$ cat src/rtl/lfr_pkg.sv
package lfr_pkg;

    ////////////////////////////////////////////////////////////////////////////////
    // Register indices; byte address is four times the index
    localparam int         NUM_REGS         = 17;
    localparam logic [7:0] IDX_PWR_ALARM_A  = 8'h13;
    localparam logic [7:0] IDX_PWR_ALARM_B  = 8'h14;
    localparam logic [7:0] IDX_PWR_ALARM_C  = 8'h15;
    localparam logic [7:0] IDX_LC_FILTER    = 8'h16;
    localparam logic [7:0] IDX_RT_FILTER    = 8'h17;
    localparam logic [7:0] IDX_THERM_A      = 8'h18;
    localparam logic [7:0] IDX_THERM_B      = 8'h19;
    localparam logic [7:0] IDX_THERM_C      = 8'h1a;
    localparam logic [7:0] IDX_RING_BIAS    = 8'h1b;
    localparam logic [7:0] IDX_OVERHEAD     = 8'h40;
    localparam logic [7:0] IDX_LC_LOW       = 8'h42;
    localparam logic [7:0] IDX_SPACE_AMP    = 8'h45;
    localparam logic [7:0] IDX_SPACE_FREQ   = 8'h46;
    localparam logic [7:0] IDX_MARK_AMP     = 8'h47;
    localparam logic [7:0] IDX_MARK_FREQ    = 8'h48;
    localparam logic [7:0] IDX_S2M_GAIN     = 8'h49;
    localparam logic [7:0] IDX_M2S_GAIN     = 8'h4a;
    localparam logic [7:0] IDX_CTRL         = 8'h50;
    localparam logic [7:0] IDX_STATUS       = 8'h51;

    // Index table in bank slot order
    localparam logic [NUM_REGS-1:0][7:0] SLOT_INDEX = {
        IDX_M2S_GAIN, IDX_S2M_GAIN, IDX_MARK_FREQ, IDX_MARK_AMP, IDX_SPACE_FREQ,
        IDX_SPACE_AMP, IDX_LC_LOW, IDX_OVERHEAD, IDX_RING_BIAS, IDX_THERM_C,
        IDX_THERM_B, IDX_THERM_A, IDX_RT_FILTER, IDX_LC_FILTER, IDX_PWR_ALARM_C,
        IDX_PWR_ALARM_B, IDX_PWR_ALARM_A};

    // Bank slots read by the logic
    localparam int SLOT_OVERHEAD   = 9;
    localparam int SLOT_LC_LOW     = 10;
    localparam int SLOT_SPACE_AMP  = 11;
    localparam int SLOT_SPACE_FREQ = 12;
    localparam int SLOT_MARK_AMP   = 13;
    localparam int SLOT_MARK_FREQ  = 14;
    localparam int SLOT_S2M_GAIN   = 15;
    localparam int SLOT_M2S_GAIN   = 16;

    ////////////////////////////////////////////////////////////////////////////////
    // Control register fields and constants
    localparam int          CTRL_HYST_BIT      = 0;
    localparam int          CTRL_OV_RANGE_BIT  = 4;
    localparam int          CTRL_TONE_BIT      = 6;
    localparam int          CTRL_REFRESH_BIT   = 7;
    localparam logic [15:0] CTRL_RESET         = 16'h0000;
    localparam logic [15:0] BANK_RESET         = 16'h0000;
    localparam logic [15:0] GAIN_UNITY         = 16'h4000;
    localparam int          OV_CODE_W          = 4;
    localparam int          LC_THRESH_W        = 6;
    localparam logic [21:0] ADDR_HIGH_ZERO     = 22'h000000;
    localparam logic [1:0]  RESP_OKAY          = 2'h0;
    localparam logic [1:0]  RESP_SLVERR        = 2'h2;

    ////////////////////////////////////////////////////////////////////////////////
    // Carrier types
    typedef struct packed {
        logic       hit;
        logic [4:0] slot;
    } lfr_decode_t;

    typedef struct packed {
        logic [15:0] amplitude;
        logic [15:0] frequency;
        logic [15:0] gain;
        logic        load;
    } lfr_osc_load_t;

    typedef struct packed {
        logic [OV_CODE_W-1:0]   overhead_voltage_code;
        logic                   overhead_range_select;
        logic                   hysteresis_enable;
        logic [LC_THRESH_W-1:0] loop_closure_release_thresh;
    } lfr_line_cfg_t;

endpackage

$ cat src/rtl/lfr_indirect_bank.sv
module lfr_indirect_bank (
    // Clock and reset
    input  wire logic                     aclk,
    input  wire logic                     aresetn,
    // AXI4-Lite write address and data
    input  wire logic [31:0]              s_axi_awaddr,
    input  wire logic [2:0]               s_axi_awprot,
    input  wire logic                     s_axi_awvalid,
    output logic                          s_axi_awready,
    input  wire logic [31:0]              s_axi_wdata,
    input  wire logic [3:0]               s_axi_wstrb,
    input  wire logic                     s_axi_wvalid,
    output logic                          s_axi_wready,
    // AXI4-Lite write response
    output logic [1:0]                    s_axi_bresp,
    output logic                          s_axi_bvalid,
    input  wire logic                     s_axi_bready,
    // AXI4-Lite read
    input  wire logic [31:0]              s_axi_araddr,
    input  wire logic [2:0]               s_axi_arprot,
    input  wire logic                     s_axi_arvalid,
    output logic                          s_axi_arready,
    output logic [31:0]                   s_axi_rdata,
    output logic [1:0]                    s_axi_rresp,
    output logic                          s_axi_rvalid,
    input  wire logic                     s_axi_rready,
    // Oscillator one reload
    input  wire logic                     oscillator_one_active_timer,
    input  wire logic                     tone_bit,
    input  wire logic [15:0]              normal_amplitude_coef,
    input  wire logic [15:0]              normal_frequency_coef,
    output lfr_pkg::lfr_osc_load_t        osc_load,
    // Line supervision
    input  wire logic [lfr_pkg::LC_THRESH_W-1:0] loop_closure_upper_thresh,
    output lfr_pkg::lfr_line_cfg_t        line_cfg
);

    ////////////////////////////////////////////////////////////////////////////////
    // State
    typedef struct packed {
        logic [lfr_pkg::NUM_REGS-1:0][15:0] bank;
        logic [15:0]                        ctrl;
        logic                               aw_full;
        logic [31:0]                        aw_addr;
        logic                               w_full;
        logic [31:0]                        w_data;
        logic [3:0]                         w_strb;
        logic                               bvalid;
        logic [1:0]                         bresp;
        logic                               rvalid;
        logic [1:0]                         rresp;
        logic [31:0]                        rdata;
        logic                               bit_known;
        logic                               last_bit;
        lfr_pkg::lfr_osc_load_t             osc;
        lfr_pkg::lfr_line_cfg_t             line;
    } lfr_state_t;

    lfr_state_t state_reg;
    lfr_state_t state_next;

    ////////////////////////////////////////////////////////////////////////////////
    // Address decode into a bank slot
    function automatic lfr_pkg::lfr_decode_t decode_slot(input logic [31:0] addr);
        lfr_pkg::lfr_decode_t d;
        d.hit  = 1'b0;
        d.slot = 5'h00;
        for (int i = 0; i < lfr_pkg::NUM_REGS; i++) begin
            if (addr[31:10] == lfr_pkg::ADDR_HIGH_ZERO &&
                addr[9:2] == lfr_pkg::SLOT_INDEX[i]) begin
                d.hit  = 1'b1;
                d.slot = 5'(i);
            end
        end
        return d;
    endfunction

    // Apply byte strobes to a 16-bit word
    function automatic logic [15:0] merge16(input logic [15:0] old_val,
                                            input logic [31:0] data,
                                            input logic [3:0]  strb);
        logic [15:0] v;
        v = old_val;
        if (strb[0]) begin
            v[7:0] = data[7:0];
        end
        if (strb[1]) begin
            v[15:8] = data[15:8];
        end
        return v;
    endfunction

    // Match a byte address against one own register index
    function automatic logic is_index(input logic [31:0] addr,
                                      input logic [7:0]  idx);
        logic match;
        match = (addr[31:10] == lfr_pkg::ADDR_HIGH_ZERO) && (addr[9:2] == idx);
        return match;
    endfunction

    ////////////////////////////////////////////////////////////////////////////////
    // Handshake outputs
    assign s_axi_awready = !state_reg.aw_full && !state_reg.bvalid;
    assign s_axi_wready  = !state_reg.w_full && !state_reg.bvalid;
    assign s_axi_arready = !state_reg.rvalid;

    // Registered outputs
    assign s_axi_bvalid = state_reg.bvalid;
    assign s_axi_bresp  = state_reg.bresp;
    assign s_axi_rvalid = state_reg.rvalid;
    assign s_axi_rresp  = state_reg.rresp;
    assign s_axi_rdata  = state_reg.rdata;
    assign osc_load     = state_reg.osc;
    assign line_cfg     = state_reg.line;

    ////////////////////////////////////////////////////////////////////////////////
    // Next-state logic
    always_comb begin
        lfr_pkg::lfr_decode_t wdec;
        lfr_pkg::lfr_decode_t rdec;
        logic                 tone_mode;
        logic [15:0]          amp;
        logic [15:0]          freq;
        logic [15:0]          gain;
        logic                 write_fire;
        logic                 wr_ctrl;
        logic                 wr_status;
        logic                 rd_ctrl;
        logic                 rd_status;
        wdec       = decode_slot(state_reg.aw_addr);
        rdec       = decode_slot(s_axi_araddr);
        write_fire = state_reg.aw_full && state_reg.w_full && !state_reg.bvalid;
        wr_ctrl    = is_index(state_reg.aw_addr, lfr_pkg::IDX_CTRL);
        wr_status  = is_index(state_reg.aw_addr, lfr_pkg::IDX_STATUS);
        rd_ctrl    = is_index(s_axi_araddr, lfr_pkg::IDX_CTRL);
        rd_status  = is_index(s_axi_araddr, lfr_pkg::IDX_STATUS);
        tone_mode  = 1'b0;
        amp        = 16'h0000;
        freq       = 16'h0000;
        gain       = lfr_pkg::GAIN_UNITY;
        state_next = state_reg;

        // Write address and data capture, either order
        if (s_axi_awvalid && s_axi_awready) begin
            state_next.aw_full = 1'b1;
            state_next.aw_addr = s_axi_awaddr;
        end
        if (s_axi_wvalid && s_axi_wready) begin
            state_next.w_full = 1'b1;
            state_next.w_data = s_axi_wdata;
            state_next.w_strb = s_axi_wstrb;
        end

        // Perform write once both halves are held
        if (write_fire) begin
            state_next.aw_full = 1'b0;
            state_next.w_full  = 1'b0;
            state_next.bvalid  = 1'b1;
            state_next.bresp   = lfr_pkg::RESP_OKAY;
            if (wdec.hit) begin
                state_next.bank[wdec.slot] = merge16(state_reg.bank[wdec.slot],
                                                     state_reg.w_data, state_reg.w_strb);
            end else if (wr_ctrl) begin
                state_next.ctrl = merge16(state_reg.ctrl, state_reg.w_data,
                                          state_reg.w_strb);
            end else if (!wr_status) begin
                // Unmapped write dropped, error reported
                state_next.bresp = lfr_pkg::RESP_SLVERR;
            end
        end
        if (state_reg.bvalid && s_axi_bready) begin
            state_next.bvalid = 1'b0;
        end

        // Read decode
        if (s_axi_arvalid && s_axi_arready) begin
            state_next.rvalid = 1'b1;
            state_next.rresp  = lfr_pkg::RESP_OKAY;
            state_next.rdata  = 32'h00000000;
            if (rdec.hit) begin
                state_next.rdata[15:0] = state_reg.bank[rdec.slot];
            end else if (rd_ctrl) begin
                state_next.rdata[15:0] = state_reg.ctrl;
            end else if (rd_status) begin
                // Last loaded oscillator values
                state_next.rdata = {state_reg.osc.frequency, state_reg.osc.amplitude};
            end else begin
                // Unmapped read returns zero with error
                state_next.rresp = lfr_pkg::RESP_SLVERR;
            end
        end else if (state_reg.rvalid && s_axi_rready) begin
            state_next.rvalid = 1'b0;
        end

        // Enhanced mode needs both enables
        tone_mode = state_reg.ctrl[lfr_pkg::CTRL_TONE_BIT] &&
                    state_reg.ctrl[lfr_pkg::CTRL_REFRESH_BIT];

        // Coefficient selection at timer expiry
        if (tone_mode) begin
            if (tone_bit) begin
                amp  = state_reg.bank[lfr_pkg::SLOT_MARK_AMP];
                freq = state_reg.bank[lfr_pkg::SLOT_MARK_FREQ];
            end else begin
                amp  = state_reg.bank[lfr_pkg::SLOT_SPACE_AMP];
                freq = state_reg.bank[lfr_pkg::SLOT_SPACE_FREQ];
            end
            if (state_reg.bit_known && tone_bit && !state_reg.last_bit) begin
                gain = state_reg.bank[lfr_pkg::SLOT_S2M_GAIN];
            end else if (state_reg.bit_known && !tone_bit && state_reg.last_bit) begin
                gain = state_reg.bank[lfr_pkg::SLOT_M2S_GAIN];
            end
        end else begin
            amp  = normal_amplitude_coef;
            freq = normal_frequency_coef;
        end

        // Reload oscillator one
        state_next.osc.load = 1'b0;
        if (oscillator_one_active_timer) begin
            state_next.osc.load      = 1'b1;
            state_next.osc.amplitude = amp;
            state_next.osc.frequency = freq;
            state_next.osc.gain      = gain;
            state_next.bit_known     = tone_mode;
            state_next.last_bit      = tone_bit;
        end

        // Line supervision settings
        state_next.line.overhead_voltage_code =
            state_reg.bank[lfr_pkg::SLOT_OVERHEAD][lfr_pkg::OV_CODE_W-1:0];
        state_next.line.overhead_range_select =
            state_reg.ctrl[lfr_pkg::CTRL_OV_RANGE_BIT];
        state_next.line.hysteresis_enable = state_reg.ctrl[lfr_pkg::CTRL_HYST_BIT];
        if (state_reg.ctrl[lfr_pkg::CTRL_HYST_BIT]) begin
            state_next.line.loop_closure_release_thresh =
                state_reg.bank[lfr_pkg::SLOT_LC_LOW][lfr_pkg::LC_THRESH_W-1:0];
        end else begin
            state_next.line.loop_closure_release_thresh = loop_closure_upper_thresh;
        end
    end

    ////////////////////////////////////////////////////////////////////////////////
    // State register
    always_ff @(posedge aclk) begin
        if (!aresetn) begin
            state_reg          <= '0;
            state_reg.bank     <= {lfr_pkg::NUM_REGS{lfr_pkg::BANK_RESET}};
            state_reg.ctrl     <= lfr_pkg::CTRL_RESET;
            state_reg.osc.gain <= lfr_pkg::GAIN_UNITY;
        end else begin
            state_reg <= state_next;
        end
    end

endmodule

$ cat config.mk
export PLATFORM = sky130hd
export DESIGN_NAME = lfr_indirect_bank
export DESIGN_NICKNAME = d
export VERILOG_FILES = /design/src/rtl/lfr_pkg.sv /design/src/rtl/lfr_indirect_bank.sv
export SDC_FILE = /design/constraint.sdc
export NUM_CORES = 1
export LEC_CHECK = 0
export CAP_MARGIN = 20
export CORE_AREA = 2 2 257 259
export DETAILED_ROUTE_END_ITERATION = 10
export DIE_AREA = 0 0 259 261
export DONT_BUFFER_PORTS = 1
export PLACE_DENSITY_LB_ADDON = 0.12
export RECOVER_POWER = 50
export SETUP_SLACK_MARGIN = 0.5
export SLEW_MARGIN = 10
export SYNTH_ARGS = -nofsm -noshare
export SYNTH_HDL_FRONTEND = slang
export SYNTH_SLANG_ARGS = --single-unit
$ cat constraint.sdc
create_clock -name aclk -period 6.3 [get_ports aclk]
set_clock_uncertainty 0.2 [all_clocks]
set_input_delay 1.89 -clock aclk [delete_from_list [all_inputs] [get_ports aclk]]
set_output_delay 1.89 -clock aclk [all_outputs]
set_load 0.02 [all_outputs]
==> Word level (Yosys, flattened, before mapping) <==
Index checks and enable logic that the tools add are counted.
W data, S select, Z words.
{ "word_totals": {"wordCells": 216, "register_bits": 441} }
{ "classes": {"n_mux": 67, "magnitude_cmp": 3, "bitwise_logic": 2, "reduce_logical": 67, "n_eq_ne": 38} }
{ "ops": {"columns": ["op", "n"], "rows": [
  ["$bwmux W272", 1],
  ["$mux W6", 35],
  ["$mux W16", 12],
  ["$bmux W16 S5", 2],
  ["$eq A8 B7 Y1 const B", 20],
  ["$eq A8 B5 Y1 const B", 18],
  ["$demux W16 S5", 1],
  ["$logic_and A1 B1 Y1", 53],
  ["$mux W8", 6],
  ["$logic_not A22 Y1", 2],
  ["$mux W18", 2],
  ["$mux W32", 1],
  ["$lt A5 B6 Y1 const B", 2],
  ["$mux W2", 4],
  ["$reduce_and A4 Y1", 2],
  ["$logic_not A1 Y1", 6],
  ["$ge A5 B1 Y1 const B", 1],
  ["$reduce_or A2 Y1", 2],
  ["$mux W1", 3],
  ["$not A1 Y1", 2],
  ["$reduce_and A2 Y1", 1],
  ["$reduce_bool A2 Y1", 1]
]} }

==> Longest topological paths before layout <==
Gate-level depths: netlist (run 1).
{ "logic_depth": {"word_depth": 25, "depth_mapped": 14, "depth_no_buf": 8} }

==> Worst setup path before layout (run 1) <==
Ideal clock, no wire load.
{ "synth_timing": {"kind": "input-to-reg", "from": "input port s_axi_araddr[6]", "to": "register state_reg (netlist bit s_axi_rdata[1])", "path_buffers": 5, "t_arrival_ns": 4.492, "slack_ns": 1.483, "t_required_ns": 5.975, "path_stages": 13, "path_cell_list": "clkbuf_1 -> nand2b_1 -> clkbuf_1 -> nor2_1 -> o21ai_0 -> a21o_1 -> buf_2 -> buf_2 -> buf_1 -> mux2i_1 -> o22ai_1 -> a211oi_1 -> a21oi_1"} }
{ "synth_via": {"elab_chain_cells": 21, "elab_cells_between_ends": 60, "cone_classes": "eq/ne (19); mux (22); reduce/logical (19)"} }
{ "synth_lines": {"columns": ["element", "line_no", "source"], "rows": [
  ["start: declaration", "lfr_indirect_bank.sv:19", "input wire logic [31:0] s_axi_araddr,"],
  ["$eq A8 B5 Y1", "lfr_indirect_bank.sv:70", "addr[9:2] == lfr_pkg::SLOT_INDEX[i]) begin"],
  ["$logic_and A1 B1 Y1", "lfr_indirect_bank.sv:69", "if (addr[31:10] == lfr_pkg::ADDR_HIGH_ZERO &&"],
  ["$mux W6 (16 in a row)", "lfr_indirect_bank.sv:69", null],
  ["$bmux W16 S5", "lfr_indirect_bank.sv:181", "state_next.rdata[15:0] = state_reg.bank[rdec.slot];"],
  ["$mux W16 (implied by the code)", "lfr_indirect_bank.sv:181", null],
  ["$mux W16 *", "lfr_indirect_bank.sv:180", "if (rdec.hit) begin"],
  ["end signal: assignment", "lfr_indirect_bank.sv:252", "state_reg <= state_next;"],
  ["end: declaration", "lfr_indirect_bank.sv:59", "lfr_state_t state_reg;"]
]} }
Every way passes the cells marked *; elsewhere a longest branch is shown, timed or not. The select of a mux whose other input is x is not followed.
A chain may end at the register's enable or synchronous reset.

==> Worst setup path after layout (run 1) <==
{ "layout_timing": {"from": "register state_reg[142] (netlist name)", "to": "register state_reg[380] (netlist name)"} }
{ "layout_via": {"elab_chain_cells": 24, "elab_cells_between_ends": 63, "cone_classes": "order compare (2); eq/ne (17); mux (25); reduce/logical (19)"} }
{ "layout_lines": {"columns": ["element", "line_no", "source"], "rows": [
  ["$eq A8 B5 Y1", "lfr_indirect_bank.sv:70", null],
  ["$logic_and A1 B1 Y1", "lfr_indirect_bank.sv:69", null],
  ["$mux W6 (15 in a row)", "lfr_indirect_bank.sv:69", null],
  ["$mux W6 *", "lfr_indirect_bank.sv:69", null],
  ["$bmux W16 S5", "lfr_indirect_bank.sv:161", "state_next.bank[wdec.slot] = merge16(state_reg.bank[wdec.slot],"],
  ["$mux W16 (implied by the code)", "lfr_indirect_bank.sv:161", null],
  ["$mux W8", "lfr_indirect_bank.sv:84", "if (strb[0]) begin"],
  ["$mux W8", "lfr_indirect_bank.sv:160", "if (wdec.hit) begin"],
  ["$mux W8", "lfr_indirect_bank.sv:155", "if (write_fire) begin"],
  ["$bwmux W272", "lfr_indirect_bank.sv:161", null]
]} }
Marks and branches as above.

==> results of run 1 <==
## layout by cell type, fill, tap and decap left out, drive strengths merged, types with 3 or more instances in the layout
master,count
nor3,12
nor2b,66
o211ai,41
a21oi,119
or3,3
mux2,100
a32oi,22
and3,3
a211oi,19
o22ai,32
nor4,19
nand2,253
a31oi,6
a22oi,63
inv,25
a21boi,79
nand4,9
dfxtp,437
xnor2,3
buf,51
nor2,75
or2,3
a31o,3
nand3,285
clkinv,13
a211o,4
mux4,16
nand2b,11
a221o,14
bufinv,3
o311ai,5
o221ai,6
and2,29
nand3b,7
clkbuf,78
nor4b,3
o21ai,293
mux2i,208
## logic make-up (layout without fill, tap and decap cells)
kind of cell	Yosys count	count (layout)	share of synthesized area, %
compound gates	726	726	20.4
xor+xnor	4	4	0.155
buf+inv	356	172	7.81
flops	437	437	38.8
mux	324	324	15.9
other cells	1	2	0.0166
simple gates	791	791	16.9
## cell usage after synthesis (15+ instances only)
cell type  number
nand3_1       285
o21ai_1        15
nor4_1         19
buf_1          17
and2_1         29
a21oi_1       119
clkbuf_1      194
dfxtp_1       437
o21ai_2        22
buf_4          97
o211ai_1       40
mux2i_1       208
a211oi_1       18
a21boi_0       79
a32oi_1        22
nor2b_1        66
mux2_2         94
inv_1          24
o22ai_1        32
nand2_1       253
a22oi_1        62
o21ai_0       255
nor2_1         75
buf_2          16
mux4_2         16
## how the worst max path moves through the flow
stage / startpoint / to / slack (ns) / cells past startpoint
finish: state_reg[142]$_SDFFE_PN0P_ / state_reg[380]$_SDFFE_PN0P_ / 0.99 / 9
global route: state_reg[142]$_SDFFE_PN0P_ / state_reg[284]$_SDFFE_PN0P_ / 0.62 / 9
CTS: state_reg[144]$_SDFFE_PN0P_ / state_reg[288]$_SDFFE_PN0P_ / 1.51 / 8
detailed placement: s_axi_araddr[11] / s_axi_rdata[9]$_SDFFE_PN0P_ / 1.35 / 9
global placement: s_axi_araddr[11] / s_axi_rdata[9]$_SDFFE_PN0P_ / 1.33 / 9
floorplan: s_axi_araddr[6] / s_axi_rdata[1]$_SDFFE_PN0P_ / 1.48 / 13
## report_power, final
| group | internal, W | switching (W) |
|---|---|---|
| clock | 0.00180 | 0.00126 |
| combinational | 0.000118 | 0.000195 |
| sequential | 0.00281 | 0.0000972 |
| total | 0.00473 | 0.00155 |
## routing by layer
| layer | global-route usage, % | vias to the layer above | routed length, um |
|---|---|---|---|
| met5 | 0 | - | 12 |
| met2 | 41.3 | 584 | 40300 |
| met3 | 4.07 | 149 | 4750 |
| met1 | 31.8 | 9489 | 36900 |
| met4 | 9.51 | 2 | 3330 |
| li1 | - | 9017 | - |
## cell type report
cell class	instances	share of cell area [%]
clock inverter	18	0.764
sequential	437	36.1
multi-input combinational	1847	50.2
inverter	25	0.387
clock buffer	75	6.32
tap	864	4.46
timing repair buffer	54	1.73
## worst max-delay path: cells and delay by family, from the launching register on
| family | cells | cell delay [ns] |
|---|---|---|
| AOI/OAI and AO/OA | 6 | 3.02 |
| buffers and inverters | 1 | 0.67 |
| DFF | 1 | 0.64 |
| muxes | 1 | 0.40 |
| and+or+nand+nor | 1 | 0.17 |
## through the flow
step                      util (%)  setup WS (ns)
after floorplan                  -           1.48
after detailed placement      34.6           1.35
final                         37.2          0.986
after CTS                     37.2           1.51
after global placement        34.5           1.33
after global routing          37.2          0.621
==> impl_metrics.tcl, run 1 <==
set metrics [dict create \
    rows 94 \
    final_nets 2570 \
    slew_headroom_pct -88.6 \
    ff2ff_path_depth 9 \
    wl_mm 85.3 \
    drt_iter0_drc 1609 \
    fin_crit_sh_pct 84.4 \
    dpl_cell_area_mm2 0.0225 \
    reg2reg_slack_ns 0.99 \
    grt_pass1_vias 18200 \
    grt_pass1_wl_mm 125 \
    grt_max_degree 450 \
    setup_viol 0 \
    holdCritStartpoint "state_reg[159]$_SDFFE_PN0P_" \
    cts_setup_buffers 0 \
    io_pins 255 \
    timing.rr.start "state_reg[142]$_SDFFE_PN0P_" \
    p_leak_nw 8.35 \
    crit_type "register to register" \
    firstDrtPassIters 5 \
    placedCellCount 3223 \
    hold_buffers 0 \
    area_delta_synth_final_pct 7.45 \
    cts_buffer_depth 3 \
    grtUsageTotal_pct 24.7 \
    violations "max-capacitance violations, max-slew violations" \
    hold_class "register to register" \
    clkSinkCount 437 \
    cp.required_ns 6.55 \
    ctsResizeCount 0 \
    vias_per_cell 5.80 \
    routabilityCongestion 0.878 \
    maxSlewViolCount 101 \
    fin_crit_ns 5.31 \
    p_total_w 0.00628 \
    yosys.area.top_type "dfxtp_1" \
    clkTransAtPathRegs_ns 0.06 \
    synth.cell_area_mm2 0.0225 \
    die_h_um 261 \
    synth-seq-cells 437 \
    syn_inst 2639 \
    fin_area_mm2 0.0242 \
    max_freq_mhz 188 \
    ys_warn_count 0 \
    synth_area_per_cell_um2 8.54 \
    ir_worst_vdd_mv 0.175 \
    start_util_pct 34.7 \
    antenna_found_initial 2 \
    yosysSeqAreaShare_pct 38.8 \
    overflow 0 \
    numCtsBuffers 52 \
    drc_errors 0 \
    synth_flop_cell "dfxtp_1" \
    synthArstFlopShare_pct 0 \
    whs_ns 0.265 \
    worst_pin_slew_ns 2.83 \
    routedWlPerCell_um 25.7 \
    nFillCells 6580 \
    die_x_um 259 \
    critPathLaunchType "register" \
    regArea_mm2 0.00875 \
    slowest_stage "a311o_1" \
    synthDistinctLibCells 77 \
    antenna_left 0 \
    htree_levels 2 \
    maxCapViolations 2 \
    min_path_cells 2 \
    endpoint_kind "register" \
    hold_violations 0 \
    cp_cell_sequence "nor4bb_1, o311ai_0, a311o_1, buf_4, mux2_2, a22oi_1, o211ai_1, o21ai_2, o21ai_0" \
    powerDensity_mw_per_mm2 259 \
    portBuffers 0 \
    synth_top_area_share_pct 38.8 \
    slowest_delay_ns 1.08 \
    cts_tree "yes" \
    fin_setup_tns_ns 0 \
    clk_latency_ns 0.61 \
    hold_end "state_reg[159]$_SDFFE_PN0P_" \
    rsz0062_at_grt "false" \
    status "finished with violations" \
    crit_fanout 35 \
    cts_root_buf "clkbuf_16" \
    worstPathArrival_ns 5.56 \
    largest_reg_flops 334 \
    layout-drive-gt1-share_pct 12.5 \
    diodes 0 \
    synth_edf_count 0 \
    coreArea_mm2 0.0650 \
    r2r_end "state_reg[380]$_SDFFE_PN0P_" \
    multiInputGateArea_mm2 0.0122 \
    route.vias.total 19200 \
    fin_cells 3320 \
    dieArea_mm2 0.0676 \
    synthTopCellsByArea "dfxtp_1 (39%), mux2i_1 (9.2%), nand3_1 (6.3%)" \
    post-dp-hpwl_mm 58.2 \
]
No activity file was read; power rests on OpenSTA's default activity.
==> inputs of run 2 (changes only) <==
Clock period 6.3 ns to 5.3 ns, I/O delays scaled along.
==> impl_metrics.tcl, run 2 (synthesis results as in run 1) <==
set metrics [dict create \
    drt_iter0_drc 1644 \
    worst_pin_slew_ns 2.80 \
    crit_type "primary input to register" \
    die_x_um 259 \
    nFillCells 6646 \
    fin_setup_tns_ns 0 \
    powerDensity_mw_per_mm2 303 \
    critPathLaunchType "primary input" \
    area_delta_synth_final_pct 8.25 \
    route.vias.total 19400 \
    violations "max-capacitance violations, max-slew violations" \
    cts_setup_buffers 0 \
    regArea_mm2 0.00875 \
    setup_viol 0 \
    fin_cells 3342 \
    die_h_um 261 \
    hold_buffers 0 \
    final_nets 2592 \
    cp.required_ns 5.65 \
    rsz0062_at_grt "false" \
    layout-drive-gt1-share_pct 12.8 \
    setup_ws_ns 0.559 \
    slew_headroom_pct -86.6 \
    whs_ns 0.260 \
    hold_violations 0 \
    multiInputGateArea_mm2 0.0122 \
    crit_fanout 18 \
    holdCritStartpoint "state_reg[173]$_SDFFE_PN0P_" \
    drc_errors 0 \
    endpoint_kind "register" \
    p_leak_nw 8.44 \
    status "finished with violations" \
    vias_per_cell 5.81 \
    antenna_left 0 \
    fin_crit_sh_pct 89.5 \
    worstPathArrival_ns 5.09 \
    rows 94 \
    io_pins 255 \
    hold_class "register to register" \
    ir_worst_vdd_mv 0.216 \
    clkSinkCount 437 \
    maxCapViolations 1 \
    grt_pass1_vias 18400 \
    dp_slack_ns 0.736 \
    reg2reg_slack_ns 0.85 \
    timing.rr.start "state_reg[143]$_SDFFE_PN0P_" \
    cts_buffer_depth 3 \
    r2r_end "state_reg[227]$_SDFFE_PN0P_" \
    largest_reg_flops 334 \
    htree_levels 2 \
    ctsResizeCount 0 \
    routabilityCongestion 0.903 \
    fin_crit_ns 4.74 \
    routedWlPerCell_um 26.1 \
    max_freq_mhz 211 \
    antenna_found_initial 3 \
    clk_latency_ns 0.63 \
    min_path_cells 2 \
    firstDrtPassIters 6 \
    ff2ff_path_depth 9 \
    portBuffers 0 \
    maxSlewViolCount 67 \
    cts_tree "yes" \
    hold_end "state_reg[173]$_SDFFE_PN0P_" \
    p_total_w 0.00740 \
    wl_mm 87.3 \
    mostFrequentLayoutCell "dfxtp_1" \
    cts_root_buf "clkbuf_16" \
    post-dp-hpwl_mm 58.8 \
    overflow 0 \
    start_util_pct 34.7 \
    clkTransAtPathRegs_ns 0.06 \
    grtUsageTotal_pct 24.8 \
    mostFrequentLayoutCells "dfxtp_1 (437), nand3_1 (282), o21ai_0 (255)" \
    grt_max_degree 450 \
    placedCellCount 3246 \
    grt_pass1_wl_mm 125 \
    dieArea_mm2 0.0676 \
    coreArea_mm2 0.0650 \
    numCtsBuffers 51 \
]
-- run 2: cell types whose count changed in the layout (fill, tap and decap cells not counted), moves of 6 or more --
cell,delta
buf_12,+6
buf_4,+16
clkbuf_1,+6
clkinv_2,-6
nand3_1,+6
nand3_2,-7
-- run 2: how the worst max path moves through the flow --
stage / start / endpoint / slack [ns] / cells after the start
2_1_floorplan: s_axi_araddr[6] / s_axi_rdata[1]$_SDFFE_PN0P_ / 0.78 / 13
3_3_place_gp: s_axi_araddr[11] / s_axi_rdata[9]$_SDFFE_PN0P_ / 0.76 / 9
3_5_place_dp: s_axi_araddr[11] / s_axi_rdata[9]$_SDFFE_PN0P_ / 0.74 / 9
4_1_cts: state_reg[142]$_SDFFE_PN0P_ / state_reg[246]$_SDFFE_PN0P_ / 0.76 / 9
5_1_grt: s_axi_araddr[11] / s_axi_rdata[30]$_SDFFE_PN0P_ / 0.32 / 8
6_report: s_axi_araddr[11] / s_axi_rdata[23]$_SDFFE_PN0P_ / 0.56 / 8
-- run 2: final cells by class --
type                            count  share of cell area, %
Tap cell                          864                   4.43
Multi-Input combinational cell   1848                   49.9
Antenna cell                        1                 0.0103
Sequential cell                   437                   35.8
Clock inverter                     12                  0.702
Clock buffer                       79                   6.11
Timing Repair Buffer               76                   2.62
Inverter                           25                  0.385
-- run 2: metal layers --
layer	track usage [%]	routed length, um	up-vias
met5	0	41	-
met1	31.7	37100	9476
li1	-	-	9065
met2	41.5	40800	686
met4	11.8	4400	6
met3	3.24	4950	169
-- run 2: per-stage QoR --
step / util, % / area, um^2
finish: 37.5 / 24400
detailed placement: 34.9 / 22700
CTS: 37.4 / 24300
global route: 37.5 / 24400
floorplan: - / 22500
global placement: 34.9 / 22700
-- run 2: critical path, cell delays in order --
cell	delay [ns]
nor4_1	0.31
nand4_1	0.24
or2_0	0.63
nor4_2	0.35
clkbuf_1	0.88
and3_1	0.74
a22oi_1	0.16
nor2b_1	0.16
-- run 2: report_power, final --
part	switching, W	total, W	internal [W]	leakage (nW)
sequential	0.000115	0.00346	0.00334	3.54
combinational	0.000245	0.000391	0.000145	4.09
clock	0.00147	0.00355	0.00208	0.814
total	0.00183	0.00740	0.00557	8.44
==> inputs of run 3 (changes only) <==
==> constraint.sdc (replaced) <==
create_clock -name aclk -period 5.3 [get_ports aclk]
set_clock_uncertainty 0.2 [all_clocks]
set_input_delay 0.795 -clock aclk [delete_from_list [all_inputs] [get_ports aclk]]
set_output_delay 0.795 -clock aclk [all_outputs]
set_load 0.02 [all_outputs]
==> impl_metrics.tcl, run 3 (synthesis results as in run 1) <==
set metrics [dict create \
    status "finished with violations" \
    violations "max-capacitance violations, max-slew violations" \
    numCtsBuffers 51 \
    fin_crit_ns 4.55 \
    worstPathArrival_ns 4.84 \
    grt_pass1_wl_mm 124 \
    min_path_cells 1 \
    dr_wl_met3_mm 4.68 \
    rows 94 \
    p_switching_w 0.00183 \
    hold_end "osc_load[0]$_SDFF_PN0_" \
    layout-drive-gt1-share_pct 12.3 \
    ir_worst_vdd_mv 0.234 \
    vias_per_cell 5.81 \
    nFillCells 6611 \
    firstDrtPassIters 7 \
    pwr-share-clk_pct 48.0 \
    m1WireLength_mm 36.6 \
    ctsResizeCount 0 \
    clkSinkCount 437 \
    grt_pass1_vias 18300 \
    start_util_pct 34.7 \
    area_delta_synth_final_pct 7.45 \
    slowest_delay_ns 2.00 \
    hold_buffers 0 \
    clk_latency_ns 0.63 \
    slew_headroom_pct -90.5 \
    p_leak_nw 8.37 \
    dr_wl_met2_mm 40.5 \
    r2r_end "osc_load[15]$_SDFFE_PN1P_" \
    cts_setup_buffers 0 \
    antenna_left 0 \
    cts_root_buf "clkbuf_16" \
    maxSlewViolCount 106 \
    post-dp-hpwl_mm 58.1 \
    coreArea_mm2 0.0650 \
    top_layer "met4" \
    grtUsageTotal_pct 24.6 \
    hold_violations 0 \
    drt_iter0_drc 1630 \
    mostFrequentLayoutCells "dfxtp_1 (437), nand3_1 (282), o21ai_0 (255)" \
    seq_power_share_pct 47.0 \
    route.vias.total 19300 \
    reg2reg_slack_ns 0.75 \
    crit_type "register to register" \
    swShare_pct 24.8 \
    largest_reg_flops 334 \
    wl_mm 85.4 \
    max_freq_mhz 220 \
    die_x_um 259 \
    mostFrequentLayoutCell "dfxtp_1" \
    slowest_stage "clkbuf_1" \
    fin_setup_tns_ns 0 \
    maxCapViolations 3 \
    fin_cells 3326 \
    dieArea_mm2 0.0676 \
    portBuffers 0 \
    timing.rr.start "state_reg[177]$_SDFFE_PN0P_" \
    setup_viol 0 \
    die_h_um 261 \
    cellInternalPower_w 0.00553 \
    htree_levels 2 \
    io_pins 255 \
    cp_cell_sequence "and2_2, clkbuf_1, nand3_1, o22ai_1, nand2_1" \
    ff2ff_path_depth 5 \
    rsz0062_at_grt "false" \
    critPathLaunchType "register" \
    final_nets 2579 \
    routedWlPerCell_um 25.7 \
    whs_ns 0.0947 \
    crit_family "buffers and inverters" \
    fin_crit_sh_pct 85.8 \
    holdCritStartpoint "oscillator_one_active_timer" \
    grt_max_degree 450 \
    hold_class "primary input to register" \
    clkTransAtPathRegs_ns 0.06 \
    placedCellCount 3234 \
    drc_errors 0 \
    overflow 0 \
    cp.required_ns 5.59 \
    cts_tree "yes" \
    dp_slack_ns 1.06 \
    setup_ws_ns 0.752 \
    crit_fanout 66 \
    routabilityCongestion 0.909 \
    antenna_found_initial 2 \
    worst_pin_slew_ns 2.86 \
    cp_num_buf_inv 1 \
    endpoint_kind "register" \
    power_frac_comb_pct 5.0 \
    cts_buffer_depth 3 \
    powerDensity_mw_per_mm2 304 \
]
## run 3: cell count changes in the layout (fill, tap and decap cells not counted), sizes merged
| cell | change |
|---|---|
| buf | -12 |
| clkbuf | -10 |
| clkinv | +8 |
| inv | -2 |
| a311o | -1 |
| bufinv | +1 |
## run 3: layout make-up
class                      instances  area [um^2]  area share [%]
multi-input combinational       1847        12100            50.1
sequential                       437         8750            36.1
clock buffer                      69         1400            5.80
tap                              864         1080            4.46
timing repair buffer              64          523            2.16
clock inverter                    19          241           0.997
inverter                          25         93.8           0.387
antenna                            1         2.50          0.0103
## run 3: worst max path at each step
stage / start / end / depth (start not counted)
floorplan: s_axi_araddr[6] / s_axi_rdata[1]$_SDFFE_PN0P_ / 13
detailed placement: state_reg[142]$_SDFFE_PN0P_ / state_reg[430]$_SDFFE_PN0P_ / 9
CTS: state_reg[142]$_SDFFE_PN0P_ / state_reg[254]$_SDFFE_PN0P_ / 9
global placement: state_reg[142]$_SDFFE_PN0P_ / state_reg[254]$_SDFFE_PN0P_ / 9
global route: state_reg[177]$_SDFFE_PN0P_ / osc_load[15]$_SDFFE_PN1P_ / 5
finish: state_reg[177]$_SDFFE_PN0P_ / osc_load[15]$_SDFFE_PN1P_ / 5
## run 3: stage by stage
step	power [W]	cell area [um^2]	util (%)
final	0.00736	24200	37.2
after global placement	0.00389	22600	34.7
after floorplan	0.00386	22500	-
after detailed placement	0.00389	22600	34.7
after global routing	0.00760	24200	37.2
after CTS	0.00742	24200	37.2
## run 3: power groups by stage
stage	clock [W]	combinational, W	sequential [W]
floorplan	0	0.000416	0.00344
global placement	0	0.000360	0.00353
detailed placement	0	0.000365	0.00353
CTS	0.00360	0.000366	0.00346
global route	0.00373	0.000405	0.00346
finish	0.00353	0.000370	0.00346
## run 3: routing by layer
| metal | global-route usage, % | vias to the layer above |
|---|---|---|
| met5 | 0 | - |
| met4 | 10.7 | 0 |
| met3 | 3.63 | 159 |
| met2 | 41.4 | 603 |
| met1 | 31.2 | 9522 |
| li1 | - | 9051 |
## run 3: worst register-to-register path, stage by stage (launching register included)
cell and delay (ns):
dfxtp_1 0.36, and2_2 0.15, clkbuf_1 2.00, nand3_1 1.20
o22ai_1 0.40, nand2_1 0.10
